## src/hdl/bce_pkg.sv

```systemverilog
// package for the branch condition evaluator
// assumes a single core clock domain; no bus, plain ports only
package bce_pkg;

   // ==========================================================
   // widths
   localparam int unsigned COND_W = 4;
   localparam int unsigned COND_COUNT = 16;

   // ==========================================================
   // condition selector encodings
   typedef enum logic [3:0] {
      always_true_code = 4'h0,
      unequal_not_table_end_code = 4'h1,
      zero_set_code = 4'h2,
      zero_clear_code = 4'h3,
      overflow_set_code = 4'h4,
      overflow_clear_code = 4'h5,
      negative_set_code = 4'h6,
      negative_clear_code = 4'h7,
      carry_set_code = 4'h8,
      carry_clear_code = 4'h9,
      signed_greater_code = 4'ha,
      signed_less_equal_code = 4'hb,
      signed_less_code = 4'hc,
      signed_ge_code = 4'hd,
      unsigned_higher_code = 4'he,
      unsigned_lower_same_code = 4'hf
   } bce_cond_t;

   // ==========================================================
   // status flags as delivered by the flag register
   typedef struct packed {
      logic table_end;
      logic negative;
      logic carry;
      logic overflow;
      logic zero;
   } bce_flags_t;

   localparam bce_flags_t FLAGS_RESET = '{default: 1'h0};

endpackage

```

## src/hdl/bce_decode.sv

```systemverilog
// combinational condition test for one selector and one flag set
// assumes flags are already current for the branch being resolved
`timescale 1ns/10ps
module bce_decode (
   input wire logic [3:0] cond_i,
   input wire bce_pkg::bce_flags_t flags_i,
   output logic taken_o
);

   logic sgn_lt;
   logic sgn_le;
   logic uns_le;

   assign sgn_lt = flags_i.negative ^ flags_i.overflow;
   assign sgn_le = flags_i.zero | sgn_lt;
   assign uns_le = flags_i.zero | flags_i.carry;

   // ==========================================================
   // selector decode, one test each
   always_comb begin
      case (bce_pkg::bce_cond_t'(cond_i)) // RL1
         bce_pkg::always_true_code: taken_o = 1'h1; // RL2
         bce_pkg::unequal_not_table_end_code: taken_o = ~(flags_i.zero | flags_i.table_end); // RL7
         bce_pkg::zero_set_code: taken_o = flags_i.zero; // RL3
         bce_pkg::zero_clear_code: taken_o = ~flags_i.zero; // RL3
         bce_pkg::overflow_set_code: taken_o = flags_i.overflow; // RL3
         bce_pkg::overflow_clear_code: taken_o = ~flags_i.overflow; // RL3
         bce_pkg::negative_set_code: taken_o = flags_i.negative; // RL3
         bce_pkg::negative_clear_code: taken_o = ~flags_i.negative; // RL3
         bce_pkg::carry_set_code: taken_o = flags_i.carry; // RL3
         bce_pkg::carry_clear_code: taken_o = ~flags_i.carry; // RL3
         bce_pkg::signed_greater_code: taken_o = ~sgn_le; // RL6
         bce_pkg::signed_less_equal_code: taken_o = sgn_le; // RL6
         bce_pkg::signed_less_code: taken_o = sgn_lt; // RL5
         bce_pkg::signed_ge_code: taken_o = ~sgn_lt; // RL5
         bce_pkg::unsigned_higher_code: taken_o = ~uns_le; // RL4
         bce_pkg::unsigned_lower_same_code: taken_o = uns_le; // RL4
         default: taken_o = 1'h0;
      endcase
   end

endmodule

```

## src/hdl/bce_top.sv

```systemverilog
// branch condition evaluator top: flag forwarding and condition test
// assumes decode stage and flag register share clk_i
// Summary of operation
// RL1 - four-bit selector, sixteen distinct tests
// RL2 - taken only when test true; 0h always
// RL3 - 2h-9h test single flags set/clear
// RL4 - Fh zero or carry; Eh both clear
// RL5 - Ch N xor V; Dh N equals V
// RL6 - Bh Z or N xor V; Ah inverse
// RL7 - 1h zero and table-end both clear
// RL8 - use flags from latest completed update
`timescale 1ns/10ps
module bce_top (
   input wire logic clk_i,
   input wire logic resetn_i,
   input wire logic [3:0] cond_i,
   input wire logic eval_i,
   input wire bce_pkg::bce_flags_t flags_i,
   input wire logic flags_upd_i,
   input wire bce_pkg::bce_flags_t flags_new_i,
   output logic taken_o,
   output logic taken_valid_o,
   output bce_pkg::bce_flags_t flags_o
);

   // ==========================================================
   // local sizes
   // all taken from the package so a wider flag word only has to be changed
   // in one place; the selector width is also written out in the cond_i ports
   localparam int unsigned FLAG_W = $bits(bce_pkg::bce_flags_t);
   localparam int unsigned SEL_W = bce_pkg::COND_W;
   localparam int unsigned SEL_COUNT = bce_pkg::COND_COUNT;
   localparam logic [FLAG_W-1:0] FLAGS_RESET_VEC = bce_pkg::FLAGS_RESET;

   // ==========================================================
   // helpers
   // flag struct seen as a flat vector, table_end in the top bit
   function automatic logic [FLAG_W-1:0] flags_flat(
      input bce_pkg::bce_flags_t f
   );
      flags_flat = f;
   endfunction

   // flat vector seen as a flag struct again
   function automatic bce_pkg::bce_flags_t flags_pack(
      input logic [FLAG_W-1:0] v
   );
      flags_pack = v;
   endfunction

   // constant selector code of one lane
   function automatic logic [SEL_W-1:0] lane_code(
      input int unsigned lane
   );
      lane_code = SEL_W'(lane);
   endfunction

   // selector to a one-hot lane pick
   function automatic logic [SEL_COUNT-1:0] sel_onehot(
      input logic [SEL_W-1:0] sel
   );
      sel_onehot = '0;
      sel_onehot[sel] = 1'h1;
   endfunction

   // ==========================================================
   // reset release
   // asserted at once, released through two flops on clk_i
   // only the flag register hangs on this copy; the test path has no state
   logic rstn_meta_reg;
   logic rstn_sync_reg;

   always_ff @(posedge clk_i or negedge resetn_i) begin
      if (!resetn_i) begin
         rstn_meta_reg <= 1'h0;
      end else begin
         rstn_meta_reg <= 1'h1;
      end
   end

   always_ff @(posedge clk_i or negedge resetn_i) begin
      if (!resetn_i) begin
         rstn_sync_reg <= 1'h0;
      end else begin
         rstn_sync_reg <= rstn_meta_reg;
      end
   end

   // ==========================================================
   // flag inputs as flat vectors
   logic [FLAG_W-1:0] flags_cur_vec;
   logic [FLAG_W-1:0] flags_wr_vec;

   assign flags_cur_vec = flags_flat(flags_i);
   assign flags_wr_vec = flags_flat(flags_new_i);

   // ==========================================================
   // flag forwarding
   // an update completing this cycle bypasses the flag register,
   // so a branch right behind it never tests stale status
   logic [FLAG_W-1:0] flags_eff_vec;
   bce_pkg::bce_flags_t flags_eff;

   for (genvar b = 0; b < FLAG_W; b++) begin : g_fwd
      assign flags_eff_vec[b] = flags_upd_i ? flags_wr_vec[b] : flags_cur_vec[b]; // RL8
   end

   assign flags_eff = flags_pack(flags_eff_vec);

   // ==========================================================
   // flag register: effective flags, one cycle later
   // gives the branch unit the status that the last test saw
   logic [FLAG_W-1:0] flags_reg;

   always_ff @(posedge clk_i or negedge rstn_sync_reg) begin
      if (!rstn_sync_reg) begin
         flags_reg <= FLAGS_RESET_VEC;
      end else begin
         flags_reg <= flags_eff_vec; // RL8
      end
   end

   assign flags_o = flags_pack(flags_reg);

   // ==========================================================
   // condition lanes
   // every test is worked out in parallel on the forwarded flags,
   // which keeps a late selector off the long flag path
   logic [SEL_COUNT-1:0] lane_taken;

   for (genvar i = 0; i < SEL_COUNT; i++) begin : g_lane
      localparam logic [SEL_W-1:0] LANE_SEL = lane_code(i);
      logic lane_test;

      bce_decode i_bce_decode (
         .cond_i(LANE_SEL),
         .flags_i(flags_eff),
         .taken_o(lane_test)
      );

      assign lane_taken[i] = lane_test;
   end

   // ==========================================================
   // lane pick
   // exactly one lane is picked for any selector value
   logic [SEL_COUNT-1:0] sel_hot;
   logic hit;

   assign sel_hot = sel_onehot(cond_i); // RL1

   always_comb begin
      hit = 1'h0;
      for (int i = 0; i < SEL_COUNT; i++) begin
         if (sel_hot[i]) begin
            hit = lane_taken[i];
         end
      end
   end

   // ==========================================================
   // outputs
   // no evaluation this cycle means no branch, whatever the selector
   assign taken_o = eval_i & hit; // RL2
   assign taken_valid_o = eval_i;

endmodule
```

## config.mk

```make
export PLATFORM = sky130hd
export DESIGN_NAME = bce_top
export DESIGN_NICKNAME = d
export VERILOG_FILES = /design/src/hdl/bce_pkg.sv /design/src/hdl/bce_decode.sv /design/src/hdl/bce_top.sv
export SDC_FILE = /design/constraint.sdc
export NUM_CORES = 1
export LEC_CHECK = 0
export BUFFER_PORTS_ARGS = -buffer_cell sky130_fd_sc_hd__buf_2
export CAP_MARGIN = 20
export CORE_AREA = 2 2 39 41
export CTS_CLUSTER_DIAMETER = 150
export DETAILED_ROUTE_END_ITERATION = 16
export DIE_AREA = 0 0 41 43
export PLACE_DENSITY = 0.73
export SETUP_SLACK_MARGIN = 0.05
export SYNTH_ARGS = -nofsm -noshare
export SYNTH_HDL_FRONTEND = slang
export SYNTH_SLANG_ARGS = --single-unit
```

## constraint.sdc

```tcl
create_clock -name clk_i -period 1.6 [get_ports clk_i]
set_clock_uncertainty 0.1 [all_clocks]
set_input_delay 0.08 -clock clk_i [delete_from_list [all_inputs] [get_ports clk_i]]
set_output_delay 0.08 -clock clk_i [all_outputs]
set_load 0.05 [all_outputs]
```

== Word-level counts from Yosys, hierarchy flattened ==
Index checks and enable logic that the tools add are counted.

* Add/subtract/negate cells: 0
* $mul: 0
* Div/mod/pow operators: 0
* Magnitude comparators: 2
* Equality and inequality tests: 0
* Shift-type cells: 0
* Muxes and demuxes: 23
* Bitwise gates (word level): 13
* Reduce and logical (&&, ||, !) cells: 1

{| class="wikitable"
|+ Operators with widths
! cell !! number
|-
| 1-bit 2-to-1 mux || 22
|-
| 1-bit NOT || 8
|-
| 4-bit by 5-bit less-than comparator with 1-bit output (second input constant) || 1
|-
| 1-bit demux with 4-bit select || 1
|-
| 4-bit by 1-bit greater-or-equal comparator with 1-bit output (second input constant) || 1
|-
| 1-bit OR || 3
|-
| 1-bit bitwise AND || 1
|-
| 1-bit logical AND || 1
|-
| 1-bit XOR || 1
|}

* Register bits: 7
* Bits in latches: 0
* RAM bits: 0
* Memory bits (read-only): 0
* Output and inout port bits: 7
* Memories kept: 0

== Longest topological paths before layout ==
Gate-level depths: netlist of run 1.

* Word-level depth: 21
* Gate-level depth with buffers: 6
* Gate-level depth less buffers: 5

== Hierarchy ==
Synthesis of run 1 repeated with hierarchy kept, for this count alone.

* Cell total of the unflattened synthesis: 458
* Area total of the unflattened synthesis: 3175.5 um^2

{| class="wikitable"
|+ Modules (own cells, without submodules)
! module !! times used !! cells an instance !! area each (um^2) !! sequential area each (um^2)
|-
| bce_decode || 16 || 26 || 171.4 || 0.0
|-
| bce_top || 1 || 42 || 432.9 || 175.2
|}

== Worst setup path before layout of run 1 ==
OpenSTA, ideal clock, no wires.

* Path type: input to output
* From: input port flags_upd_i
* To: output port taken_o
* Data arrival time: 1.490 ns
* Data required time: 1.420 ns
* Slack: -0.070 ns
* Cell stages on the path: 4
* Buffers on the path: 0
* Cells stage by stage: mux4_2 -> a2111oi_2 -> o31a_1 -> o21a_1

* Cells in the longest elaborated chain, start to end: 19
* Elaborated cells on any way between the ends: 33
* Classes of those cells: mux (20); bitwise (13)

{| class="wikitable"
|+ RTL lines
! what !! line !! source
|-
| from (decl) || bce_top.sv:19 || <nowiki>input wire logic flags_upd_i,</nowiki>
|-
| 1-bit 2-to-1 mux || bce_top.sv:105 || <nowiki>assign flags_eff_vec[b] = flags_upd_i ? flags_wr_vec[b] : flags_cur_vec[b];</nowiki>
|-
| 1-bit OR || - ||
|-
| 1-bit NOT || - ||
|-
| 1-bit 2-to-1 mux (14 in series) || bce_top.sv:155 || <nowiki>if (sel_hot[i]) begin</nowiki>
|-
| 1-bit 2-to-1 mux * || bce_top.sv:155 ||
|-
| 1-bit bitwise AND * || bce_top.sv:164 || <nowiki>assign taken_o = eval_i & hit;</nowiki>
|-
| to (decl) || bce_top.sv:21 || <nowiki>output logic taken_o,</nowiki>
|}

Mark *: on every way between the ends. The rest lies on a longest branch, timed or not.

==> results by group, run 1 <==
Final layout
  – Nets: 115
  – Largest register FFs: 5
  – Most common cell after layout, fill and taps aside: buf_2
  – Fill cell count: 112
  – Number of diodes: 0
  – Layout area overhead: 55.9%
  – Most frequent cells in the layout: 20 x buf_2, 8 x buf_4, 7 x dfrtp_1, 6 x nor2_1, 6 x dlygate4sd3_1
  – Proportion of layout cells with a drive suffix above 1: 49.0%

Yosys
  – Mapped cell area: 562 um^2
  – Distinct cells, synth: 32
  – Area contributors post-synth: dfrtp_1 31%, mux2_2 8.0%, clkbuf_8 4.9%, mux4_2 4.0%, nor2_1 4.0%
  – Sequential area share after synthesis: between 30 and 40%
  – Mapped Cells: 58
  – Share of the synthesized area in the top cell type: a little under a third
  – Synth warnings: 0
  – Area leader, netlist: dfrtp_1
  – Flops & latches, synth: 7
  – Syn Nets: between 70 and 80
  – Synthesized area per cell: 9.69 um^2

STA
  – RSZ-0062 raised after global routing: yes
  – Final min period: between 1.5 and 2 ns
  – Post-route setup slack: -0.144 ns
  – Period utilization: 109%
  – Fin. Hold Viols: 0
  – Fin. max-slew vios: 0
  – Final setup TNS: -0.144 ns
  – Fmax: 573 MHz
  – Setup violators final: 1

Critical path
  – Setup crit start kind: input pin
  – CP arrival: 1.56 ns
  – CP max FO: 4
  – WS Path Type: input pin to primary output
  – Worst EP required: 1.42 ns
  – Critical Path End Type: primary output

Floorplanning
  – Num ports: 25
  – Rows: 14
  – Die Y: 43 um
  – Width of the chip: roughly 40 um
  – Die area: 1760 um^2
  – Starting Density: 40.6%
  – Core area: 1380 um^2

Power
  – Register share of total power: between 30% and 40%
  – Combinational share of power: 40.9%
  – Cell-internal power: 390 uW
  – Pwr Density: 668 nW/um^2
  – Sw frac: 33.3%
  – Leak pwr: about 0.00041 uW
  – P_sw: 195 uW
  – VDD IR-drop max: 0.000426 V
  – Clock network fraction of total power: roughly a quarter

Global route
  – GRT Total Usage: 18.6%
  – Overflow after GRT: 0
  – Pin count of the biggest net entering global routing: 12
  – Initial antenna violation count: 0
  – First-pass GRT wire length: 2.24 mm
  – Number of global-route vias before repair: between 500 and 600

Route
  – Final wirelength: 1.51 mm
  – Vias per inst: between 5 and 6
  – Vias: 613
  – Iteration count of the initial detailed-routing pass: 4
  – Number of routed nets with antenna violations: 0
  – Initial detailed-routing violation count: 13
  – DR WL/cell: 13.4 um
  – DRC: 0

Placed design
  – Post-DP HPWL: 1.12 mm
  – GPL Wtd Cong: 0.875
  – Setup WS pre-CTS: -0.215 ns
  – Port Buffers: 24

CTS
  – CTS tree: yes
  – Post-CTS Setup Bufs: 0
  – CTS max path bufs: 2
  – Clock Sinks: 7
  – Htree depth: 1
  – Clock transition at path regs: 0.05 ns
  – Clk root buf: clkbuf_4
  – CTS buffer count: 3
  – Clk_lat worst skew: 0.24 ns

Run status
  – Failing checks: negative setup slack
  – Status: complete, but fails checks

Flow run
  – Maxcap violations: 0

Worst hold path
  – Worst min path class: input pin to asynchronous set/reset pin
per-layer routing:
metal	track usage [%]	wire length (um)
met1	20.4	640
met2	33.1	800
met3	3.14	64
met4	6.67	0
met5	0	0
cell type report:
type,instances,area (um^2),area share (%)
Inverter,4,15.0,1.71
Multi-Input combinational cell,42,355,40.6
Clock buffer,4,26.3,3.00
Timing Repair Buffer,39,284,32.4
Sequential cell,7,175,20.0
Tap cell,16,20.0,2.29
worst max-delay path, stage by stage:
cell and delay (ns):
buf_8 0.10, buf_6 0.10, mux2_4 0.29, o211ai_1 0.19
o31ai_1 0.14, o31a_1 0.31, o21a_2 0.20, buf_8 0.15
power by group through the flow:
stage	clock network (uW)	logic (uW)	registers, uW
3_3_place_gp	0	194	197
2_1_floorplan	0	97.2	232
3_5_place_dp	0	198	198
6_report	153	239	192
5_1_grt	167	254	193
4_1_cts	157	231	192
cells in the mapped netlist, drive strengths merged:
cell and count:
nand2b 1, dfrtp 7, nor3 3, mux2i 2, mux2 4, o31ai 1
a2111oi 1, nor3b 1, conb 1, nand4b 1, o211a 1, buf 3
mux4 1, a211o 1, o21ai 2, inv 4, nand2 2, o21a 2
a31oi 1, a311oi 1, o211ai 1, xnor2 2, nor2 6, a211oi 1
clkbuf 2, nor4 1, o41ai 1, nand3 2, a32oi 1, o31a 1
through the flow:
stage | std cells | hold slack [ns] | area, um^2 | utilization [%] | total power (uW)
finish | 112 | 0.0498 | 876 | 63.3 | 585
global route | 112 | 0.0443 | 876 | 63.3 | 614
CTS | 112 | 0.0445 | 856 | 61.8 | 580
detailed placement | 102 | -0.230 | 719 | 52.0 | 395
global placement | 102 | -0.236 | 719 | 52.0 | 391
floorplan | 58 | -0.316 | 563 | - | 329
path summary, 6_finish.rpt:
check	to	from	cells after the start	slack [ns]
max reg2reg	flags_o[4]	rstn_sync_reg	1	0.67
min	rstn_meta_reg	resetn_i	2	0.05
max	taken_o	flags_upd_i	8	-0.14
min reg2reg	rstn_sync_reg	rstn_meta_reg	0	0.27
max in group asynchronous	flags_o[4]	rstn_sync_reg	1	0.67
min in group clk_i	flags_o[1]	flags_i[1]	3	0.10
logic make-up after synthesis:
kind of cell	Yosys count	synth area share (%)
AO/OA/AOI/OAI	15	21.8
AND/OR/NAND/NOR	17	15.8
multiplexers	7	15.6
buffers and inverters	9	11.8
XOR/XNOR	2	3.12
other	1	0.668
flip-flops	7	31.2
what timing repair did:
item | in CTS | in global routing
hold buffers | 6 | 0
hold endpoints to repair | 9 | 0
gates resized for setup | 10 | 4
pin swaps | 5 | 5
endpoints found under the setup margin | 1 | 1
(Power assumes the default switching activity.)
==> run 2, diff against run 1 <==
- ABC_AREA: not set -> 1
- PLACE_DENSITY: 0.73 -> 0.75
- RECOVER_POWER: not set -> 50
==> run 2 against run 1 <==
Net effect:
- the run now ends clean
- die area did not move
- maximum frequency rose by 19%
- count of clock-buffer cells in the layout did not move
- final cell count rose by 5.4%
- via count fell by 7.5%
- sequential power barely moved
- synthesized cell count rose by 21%
- flip-flop and latch count did not move
- non-clock buffer count fell by 10
- power fell by 6.9%
- global-route usage fell by 3.4 points
- wire length fell by 22%
==> results by group, run 2 <==
Yosys
  – Most frequent cell after synthesis: nand2_1 (was dfrtp_1)
  – Area contributors post-synth: dfrtp_1 38%, nand2_1 21%, nor2_1 7.4%, nand3_1 6.6%, inv_1 4.9% (was dfrtp_1 31%, mux2_2 8.0%, clkbuf_8 4.9%, mux4_2 4.0%, nor2_1 4.0%)
  – Syn Nets: 88 (was 76)
  – Most used DFF post-synth: dfrtp_1 (unchanged)
  – Synthesized area per cell: 6.52 um^2 (was 9.69 um^2)
  – Share of the synthesized area in the top cell type: 38.4% (was 31.2%)
  – Area leader, netlist: dfrtp_1 (unchanged)
  – Post-synth EDFFs: 0 (unchanged)
  – Mapped cell area: 457 um^2 (was 562 um^2)
  – Commonest cells in the netlist: 26 x nand2_1, 9 x nor2_1, 7 x dfrtp_1 (was 7 x dfrtp_1, 6 x nor2_1, 4 x inv_1, 4 x mux2_2, 3 x nor3_1)
  – Distinct cells, synth: 18 (was 32)
  – Ys async rst share: 100% (unchanged)
  – Mapped Cells: 70 (was 58)
  – Flops & latches, synth: 7 (unchanged)
  – Synth warnings: 0 (unchanged)
  – Sequential area share after synthesis: 38.4% (was 31.2%)

CTS
  – Clk_lat worst skew: 0.24 ns (about the same)
  – Clock transition at path regs: 0.05 ns (about the same)
  – Htree depth: 1 (unchanged)
  – CTS buffer count: 3 (unchanged)
  – Clk root buf: clkbuf_4 (unchanged)
  – CTS tree: yes (unchanged)
  – Clock Sinks: 7 (unchanged)
  – Post-CTS Setup Bufs: 0 (unchanged)
  – CTS max path bufs: 2 (unchanged)

Final layout
  – Cell Count, Final, Fillers Out: 118 (was 112)
  – Proportion of layout cells with a drive suffix above 1: 40.2% (was 49.0%)
  – Fill cell count: 137 (was 112)
  – Most common cell after layout, fill and taps aside: nand2_1 (was buf_2)
  – Storage cell area: 175 um^2 (unchanged)
  – Nets: 121 (was 115)
  – Area of the multi-input gates: 285 um^2 (was 355 um^2)
  – Number of diodes: 0 (unchanged)
  – Most frequent cells in the layout: 21 x nand2_1, 20 x buf_2, 8 x nor2_1, 7 x dfrtp_1, 5 x inv_1 (was 20 x buf_2, 8 x buf_4, 7 x dfrtp_1, 6 x nor2_1, 6 x dlygate4sd3_1)
  – Layout area overhead: 57.5% (was 55.9%)
  – Largest register FFs: 5 (unchanged)

Floorplanning
  – Width of the chip: 41 um (unchanged)
  – Starting Density: 33.0% (was 40.6%)
  – Rows: 14 (unchanged)
  – Die Y: 43 um (unchanged)
  – Core area: 1380 um^2 (unchanged)
  – Die area: 1760 um^2 (unchanged)
  – Num ports: 25 (unchanged)

Route
  – Number of routed nets with antenna violations: 0 (unchanged)
  – Initial detailed-routing violation count: 16 (was 13)
  – Vias per inst: 4.81 (was 5.47)
  – Vias: 567 (was 613)
  – Iteration count of the initial detailed-routing pass: 4 (unchanged)
  – DRC: 0 (unchanged)
  – DR WL/cell: 9.99 um (was 13.4 um)
  – Final wirelength: 1.18 mm (was 1.51 mm)

Worst hold path
  – Min-delay src: flags_i[3]
  – Worst min path class: input pin to flip-flop (was input pin to asynchronous set/reset pin)

STA
  – Fin. max-slew vios: 0 (unchanged)
  – Slew @ Worst Pin: 0.592 ns
  – Setup violators final: 0 (was 1)
  – Final min period: 1.46 ns (was 1.74 ns)
  – RSZ-0062 raised after global routing: no (was yes)
  – Relative slew slack: approximately three fifths
  – Fmax: 683 MHz (was 573 MHz)
  – Fin. Hold Viols: 0 (unchanged)
  – Period utilization: 91.5% (was 109%)

Placed design
  – Post-DP HPWL: 932 um (was 1.12 mm)
  – DP Cell Count: 110 (was 102)
  – GPL Wtd Cong: 0.852 (was 0.875)
  – Port Buffers: 24 (unchanged)

Critical path
  – Critical Path End Type: primary output (unchanged)
  – CP cell instances: buf_6, inv_6, nand2_2, nand2_1, xor2_2, inv_1, nand3_1, nand2_1, nand2_1, nand4_1, nor2_1, nor2_2, buf_6 (was buf_8, buf_6, mux2_4, o211ai_1, o31ai_1, o31a_1, o21a_2, buf_8)
  – Slowest CP cell: xor2_2 (was o31a_1)
  – WS Path Type: input pin to primary output (unchanged)
  – Worst EP required: 1.42 ns (about the same)
  – Most used cell, CP: nand2_1 (was buf_8)
  – Setup crit start kind: input pin (unchanged)
  – CP arrival: 1.28 ns (was 1.56 ns)
  – Delay of the slowest critical-path stage: 0.16 ns (was 0.31 ns)
  – Start point of the critical path: flags_upd_i (unchanged)
  – CP max FO: 6 (was 4)
  – FF-to-FF Start: rstn_sync_reg (unchanged)

Power
  – Pwr Density: 757 nW/um^2 (was 668 nW/um^2)
  – VDD IR-drop max: 0.000280 V (was 0.000426 V)
  – Leak pwr: 0.000382 uW (was 0.000413 uW)
  – Total power: 545 uW (was 585 uW)

Global route
  – Overflow after GRT: 0 (unchanged)
  – Number of global-route vias before repair: 506 (was 583)
  – Initial antenna violation count: 0 (unchanged)
  – GRT Total Usage: 15.2% (was 18.6%)
  – First-pass GRT wire length: 1.92 mm (was 2.24 mm)
  – Pin count of the biggest net entering global routing: 7 (was 12)

Flow run
  – Maxcap violations: 0 (unchanged)

Run status
  – Status: finished, final reports clean (was complete, but fails checks)
-- run 2: changes by cell type in the layout (fill, tap and decap cells not counted), moves of 3 or more --
cell,delta
buf_4,-7
mux2_2,-3
nand2_1,+19
nand2_2,+4
nand3_1,+3
-- run 2: logic make-up (layout without fill, tap and decap cells) --
kind of cell              Yosys count  after routing  share of synthesized area, %
and+or+nand+nor                    47             47                          43.0
buffers and inverters               9             41                          8.22
xor gates and xnor gates            1              1                          1.92
DFF                                 7              7                          38.4
AOI/OAI and AO/OA                   5              5                          7.67
other                               1              1                         0.821
-- run 2: path summary, 6_finish.rpt --
| check | slack, ns | endpoint | depth (start not counted) |
|---|---|---|---|
| min reg2reg | 0.27 | rstn_sync_reg | 0 |
| max in group asynchronous | 0.71 | flags_o[1] | 1 |
| min | 0.04 | flags_o[3] | 3 |
| min in group asynchronous | 0.05 | rstn_meta_reg | 2 |
| max | 0.14 | taken_o | 13 |
| max reg2reg | 0.71 | flags_o[1] | 1 |
-- run 2: final cells by class --
cell class                      instances  share of cell area [%]
Inverter                                8                    4.87
Multi-Input combinational cell         54                    39.7
Sequential cell                         7                    24.3
Clock buffer                            4                    3.65
Tap cell                               16                    2.78
Timing Repair Buffer                   29                    24.7
-- run 2: what timing repair did --
action / in CTS / in global routing
endpoints found under the hold margin: 9 / 0
endpoints found under the setup margin: 1 / 1
pin swaps: 0 / 6
resized for setup: 3 / 17
hold buffers: 4 / 0
-- run 2: report_power, final --
part / leakage, uW / switching (uW) / internal [uW]
Combinational: 0.000285 / 129 / 69.2
Sequential: 0.0000825 / 2.69 / 189
Clock: 0.0000150 / 59.8 / 94.8
-- run 2: critical path: cells and delay by family --
kind	cells	cell delay (ns)
buffers and inverters	4	0.41
and+or+nand+nor	8	0.63
xor gates and xnor gates	1	0.16
-- run 2: per-stage QoR --
stage | setup TNS, ns | hold WS, ns | area [um^2] | utilization, % | setup WS [ns]
2_1_floorplan | 0 | -0.316 | 459 | - | 0.184
3_3_place_gp | 0 | -0.236 | 599 | 43.3 | 0.00124
3_5_place_dp | -0.00982 | -0.227 | 599 | 43.3 | -0.00982
4_1_cts | 0 | 0.00365 | 676 | 48.8 | 0.0732
5_1_grt | 0 | 0.0526 | 719 | 52.0 | 0.0250
6_report | 0 | 0.0422 | 719 | 52.0 | 0.135
-- run 2: layer usage --
metal  part of all wire [%]  up-vias  wire (um)  global-route usage, %
met1                     36      249        430                   18.0
met2                     55       25        643                   24.7
met3                    5.9        4         69                   1.57
li1                       -      289          -                      -
met4                    3.1        0         36                   8.67
met5                      0        -          0                      0
==> run 3, diff against run 2 <==
- ABC_AREA: 1 -> 0
- CTS_CLUSTER_SIZE: not set -> 28
- PLACE_DENSITY: 0.75 -> 0.84
- clock period: 1.6 -> 1.5 ns (I/O delays scaled with it)
==> run 3 against run 2 <==
Net effect:
- non-clock buffer count increased by 8
- sequential share of layout area is 3.7 points lower
- first-iteration DRC count down 81%
- power grew 15%
- worst hold slack worse by 0.031 ns
- count of clock-buffer cells in the layout is the same
- highest routed layer unchanged
- final cell count is 6.8% lower
- the flow now finishes with violations (negative setup slack)
- utilization grew 9.2 points
- combinational power up 25%
==> results by group, run 3 (same netlist as run 1, synthesis figures left out) <==
Global route
  – Overflow after GRT: 0 (unchanged)
  – GRT Total Usage: 21.0% (was 15.2%)
  – Initial antenna violation count: 0 (unchanged)
  – First-pass GRT wire length: 2.55 mm (was 1.92 mm)
  – Number of global-route vias before repair: 616 (was 506)
  – Pin count of the biggest net entering global routing: 12 (was 7)

Placed design
  – Setup WS pre-CTS: -0.323 ns (was -0.00982 ns)
  – DP Cell Count: 101 (was 110)
  – GPL Wtd Cong: 0.830 (was 0.852)
  – Port Buffers: 24 (unchanged)
  – Post-DP HPWL: 1.17 mm (was 932 um)

Route
  – Vias: 597 (was 567)
  – Number of routed nets with antenna violations: 0 (unchanged)
  – Initial detailed-routing violation count: 3 (was 16)
  – Iteration count of the initial detailed-routing pass: 4 (unchanged)
  – M1 wire length: 667 um (was 430 um)
  – DR top layer: met4 (unchanged)
  – Met3 routed WL: 78 um (was 69 um)
  – Final wirelength: 1.56 mm (was 1.18 mm)
  – Vias per inst: 5.43 (was 4.81)
  – DRC: 0 (unchanged)
  – Metal2 WL: 780 um (was 643 um)
  – DR WL/cell: 14.2 um (was 9.99 um)

CTS
  – CTS buffer count: 3 (unchanged)
  – CTS tree: yes (unchanged)
  – Clk root buf: clkbuf_4 (unchanged)
  – Post-CTS Setup Bufs: 0 (unchanged)
  – CTS max path bufs: 2 (unchanged)
  – Clk_lat worst skew: 0.25 ns (was 0.24 ns)
  – Clock transition at path regs: 0.05 ns (about the same)
  – Clock Sinks: 7 (unchanged)
  – Htree depth: 1 (unchanged)

Floorplanning
  – Die area: 1760 um^2 (unchanged)
  – Starting Density: 40.6% (was 33.0%)
  – Core area: 1380 um^2 (unchanged)
  – Rows: 14 (unchanged)
  – Die Y: 43 um (unchanged)
  – Num ports: 25 (unchanged)
  – Width of the chip: 41 um (unchanged)

Final layout
  – Nets: 113 (was 121)
  – Most frequent cells in the layout: 18 x buf_2, 7 x dfrtp_1, 6 x nor2_1, 6 x buf_4 (was 21 x nand2_1, 20 x buf_2, 8 x nor2_1, 7 x dfrtp_1, 5 x inv_1)
  – Cell Count, Final, Fillers Out: 110 (was 118)
  – Fill cell count: 110 (was 137)
  – Layout area overhead: 50.8% (was 57.5%)
  – Number of diodes: 0 (unchanged)
  – Most common cell after layout, fill and taps aside: buf_2 (was nand2_1)
  – Proportion of layout cells with a drive suffix above 1: 45.7% (was 40.2%)
  – Largest register FFs: 5 (unchanged)

Power
  – Clock network fraction of total power: 27.5% (was 28.4%)
  – Register share of total power: 32.9% (was 35.3%)
  – Combinational share of power: 39.7% (was 36.4%)
  – Sw frac: 34.5% (was 35.1%)
  – Leak pwr: 0.000389 uW (was 0.000382 uW)
  – P_sw: 215 uW (was 191 uW)
  – Cell-internal power: 409 uW (was 353 uW)
  – Pwr Density: 737 nW/um^2 (was 757 nW/um^2)
  – VDD IR-drop max: 0.000307 V (was 0.000280 V)

Critical path
  – CP arrival: 1.49 ns (was 1.28 ns)
  – Critical Path End Type: primary output (unchanged)
  – WS Path Type: input pin to primary output (unchanged)
  – Setup crit start kind: input pin (unchanged)
  – Worst EP required: 1.32 ns (was 1.42 ns)
  – CP max FO: 6 (unchanged)

STA
  – Post-route setup slack: -0.168 ns (was 0.135 ns)
  – Relative slew slack: 61.1% (was 60.7%)
  – Period utilization: 111%
  – Slew @ Worst Pin: 0.586 ns (was 0.592 ns)
  – Setup violators final: 1 (was 0)
  – Fin. max-slew vios: 0 (unchanged)
  – Final min period: approximately 1.7 ns
  – RSZ-0062 raised after global routing: yes (was no)
  – Fmax: 600 MHz
  – Fin. Hold Viols: 0 (unchanged)

Worst hold path
  – Worst min path class: input pin to flip-flop (unchanged)

Flow run
  – Maxcap violations: 0 (unchanged)

Run status
  – Failing checks: negative setup slack
  – Status: complete, but fails checks (was finished, final reports clean)
run 3: what timing repair did:
| action | 4_1_cts | 5_1_grt |
|---|---|---|
| gates cloned | 0 | 0 |
| endpoints found under the setup margin | 1 | 1 |
| hold endpoints to repair | 9 | 0 |
| hold buffers | 5 | 0 |
| resized for setup | 9 | 2 |
| pin swaps | 2 | 0 |
run 3: final timing paths:
| path | from | slack, ns | end | cells past startpoint |
|---|---|---|---|---|
| worst min register to register | rstn_meta_reg | 0.25 | rstn_sync_reg | 0 |
| max in group asynchronous | rstn_sync_reg | 0.58 | flags_o[1] | 1 |
| worst min-delay path | flags_i[3] | 0.01 | flags_o[3] | 2 |
| worst max register to register | rstn_sync_reg | 0.58 | flags_o[1] | 1 |
| min in group asynchronous | resetn_i | 0.04 | rstn_sync_reg | 2 |
| worst max-delay path | flags_upd_i | -0.17 | taken_o | 6 |
run 3: per-stage QoR:
step | utilization (%) | hold WS, ns | power [uW] | cell area, um^2 | TNS [ns]
2_1_floorplan | - | -0.321 | 355 | 569 | 0
3_3_place_gp | 51.9 | -0.241 | 418 | 718 | -0.300
3_5_place_dp | 51.9 | -0.237 | 424 | 718 | -0.323
4_1_cts | 60.6 | 0.00169 | 626 | 838 | -0.158
5_1_grt | 61.2 | 0.00940 | 665 | 847 | -0.220
6_report | 61.2 | 0.0113 | 624 | 847 | -0.168
run 3: worst max-delay path, cell delays in order:
cell and delay [ns]:
buf_8 0.09, mux4_2 0.56, a2111oi_4 0.31, o31a_1 0.19, o21a_4 0.13, buf_8 0.13
run 3: layout make-up:
class,instances,area [um^2],share of cell area [%]
Multi-Input combinational cell,42,358,42.2
Inverter,4,15.0,1.77
Sequential cell,7,175,20.7
Timing Repair Buffer,37,253,29.8
Clock buffer,4,26.3,3.10
Tap cell,16,20.0,2.36
run 3: routing by layer:
metal | vias up | GRT usage (%)
met5 | - | 0
li1 | 285 | -
met4 | 0 | 17.3
met3 | 6 | 3.66
met2 | 23 | 30.3
met1 | 283 | 25.6
run 3: power groups by stage:
stage          Clock (uW)  Combinational, uW  Sequential, uW
2_1_floorplan           0                108             248
3_3_place_gp            0                208             210
3_5_place_dp            0                213             211
4_1_cts               177                244             205
5_1_grt               192                267             206
6_report              171                248             205
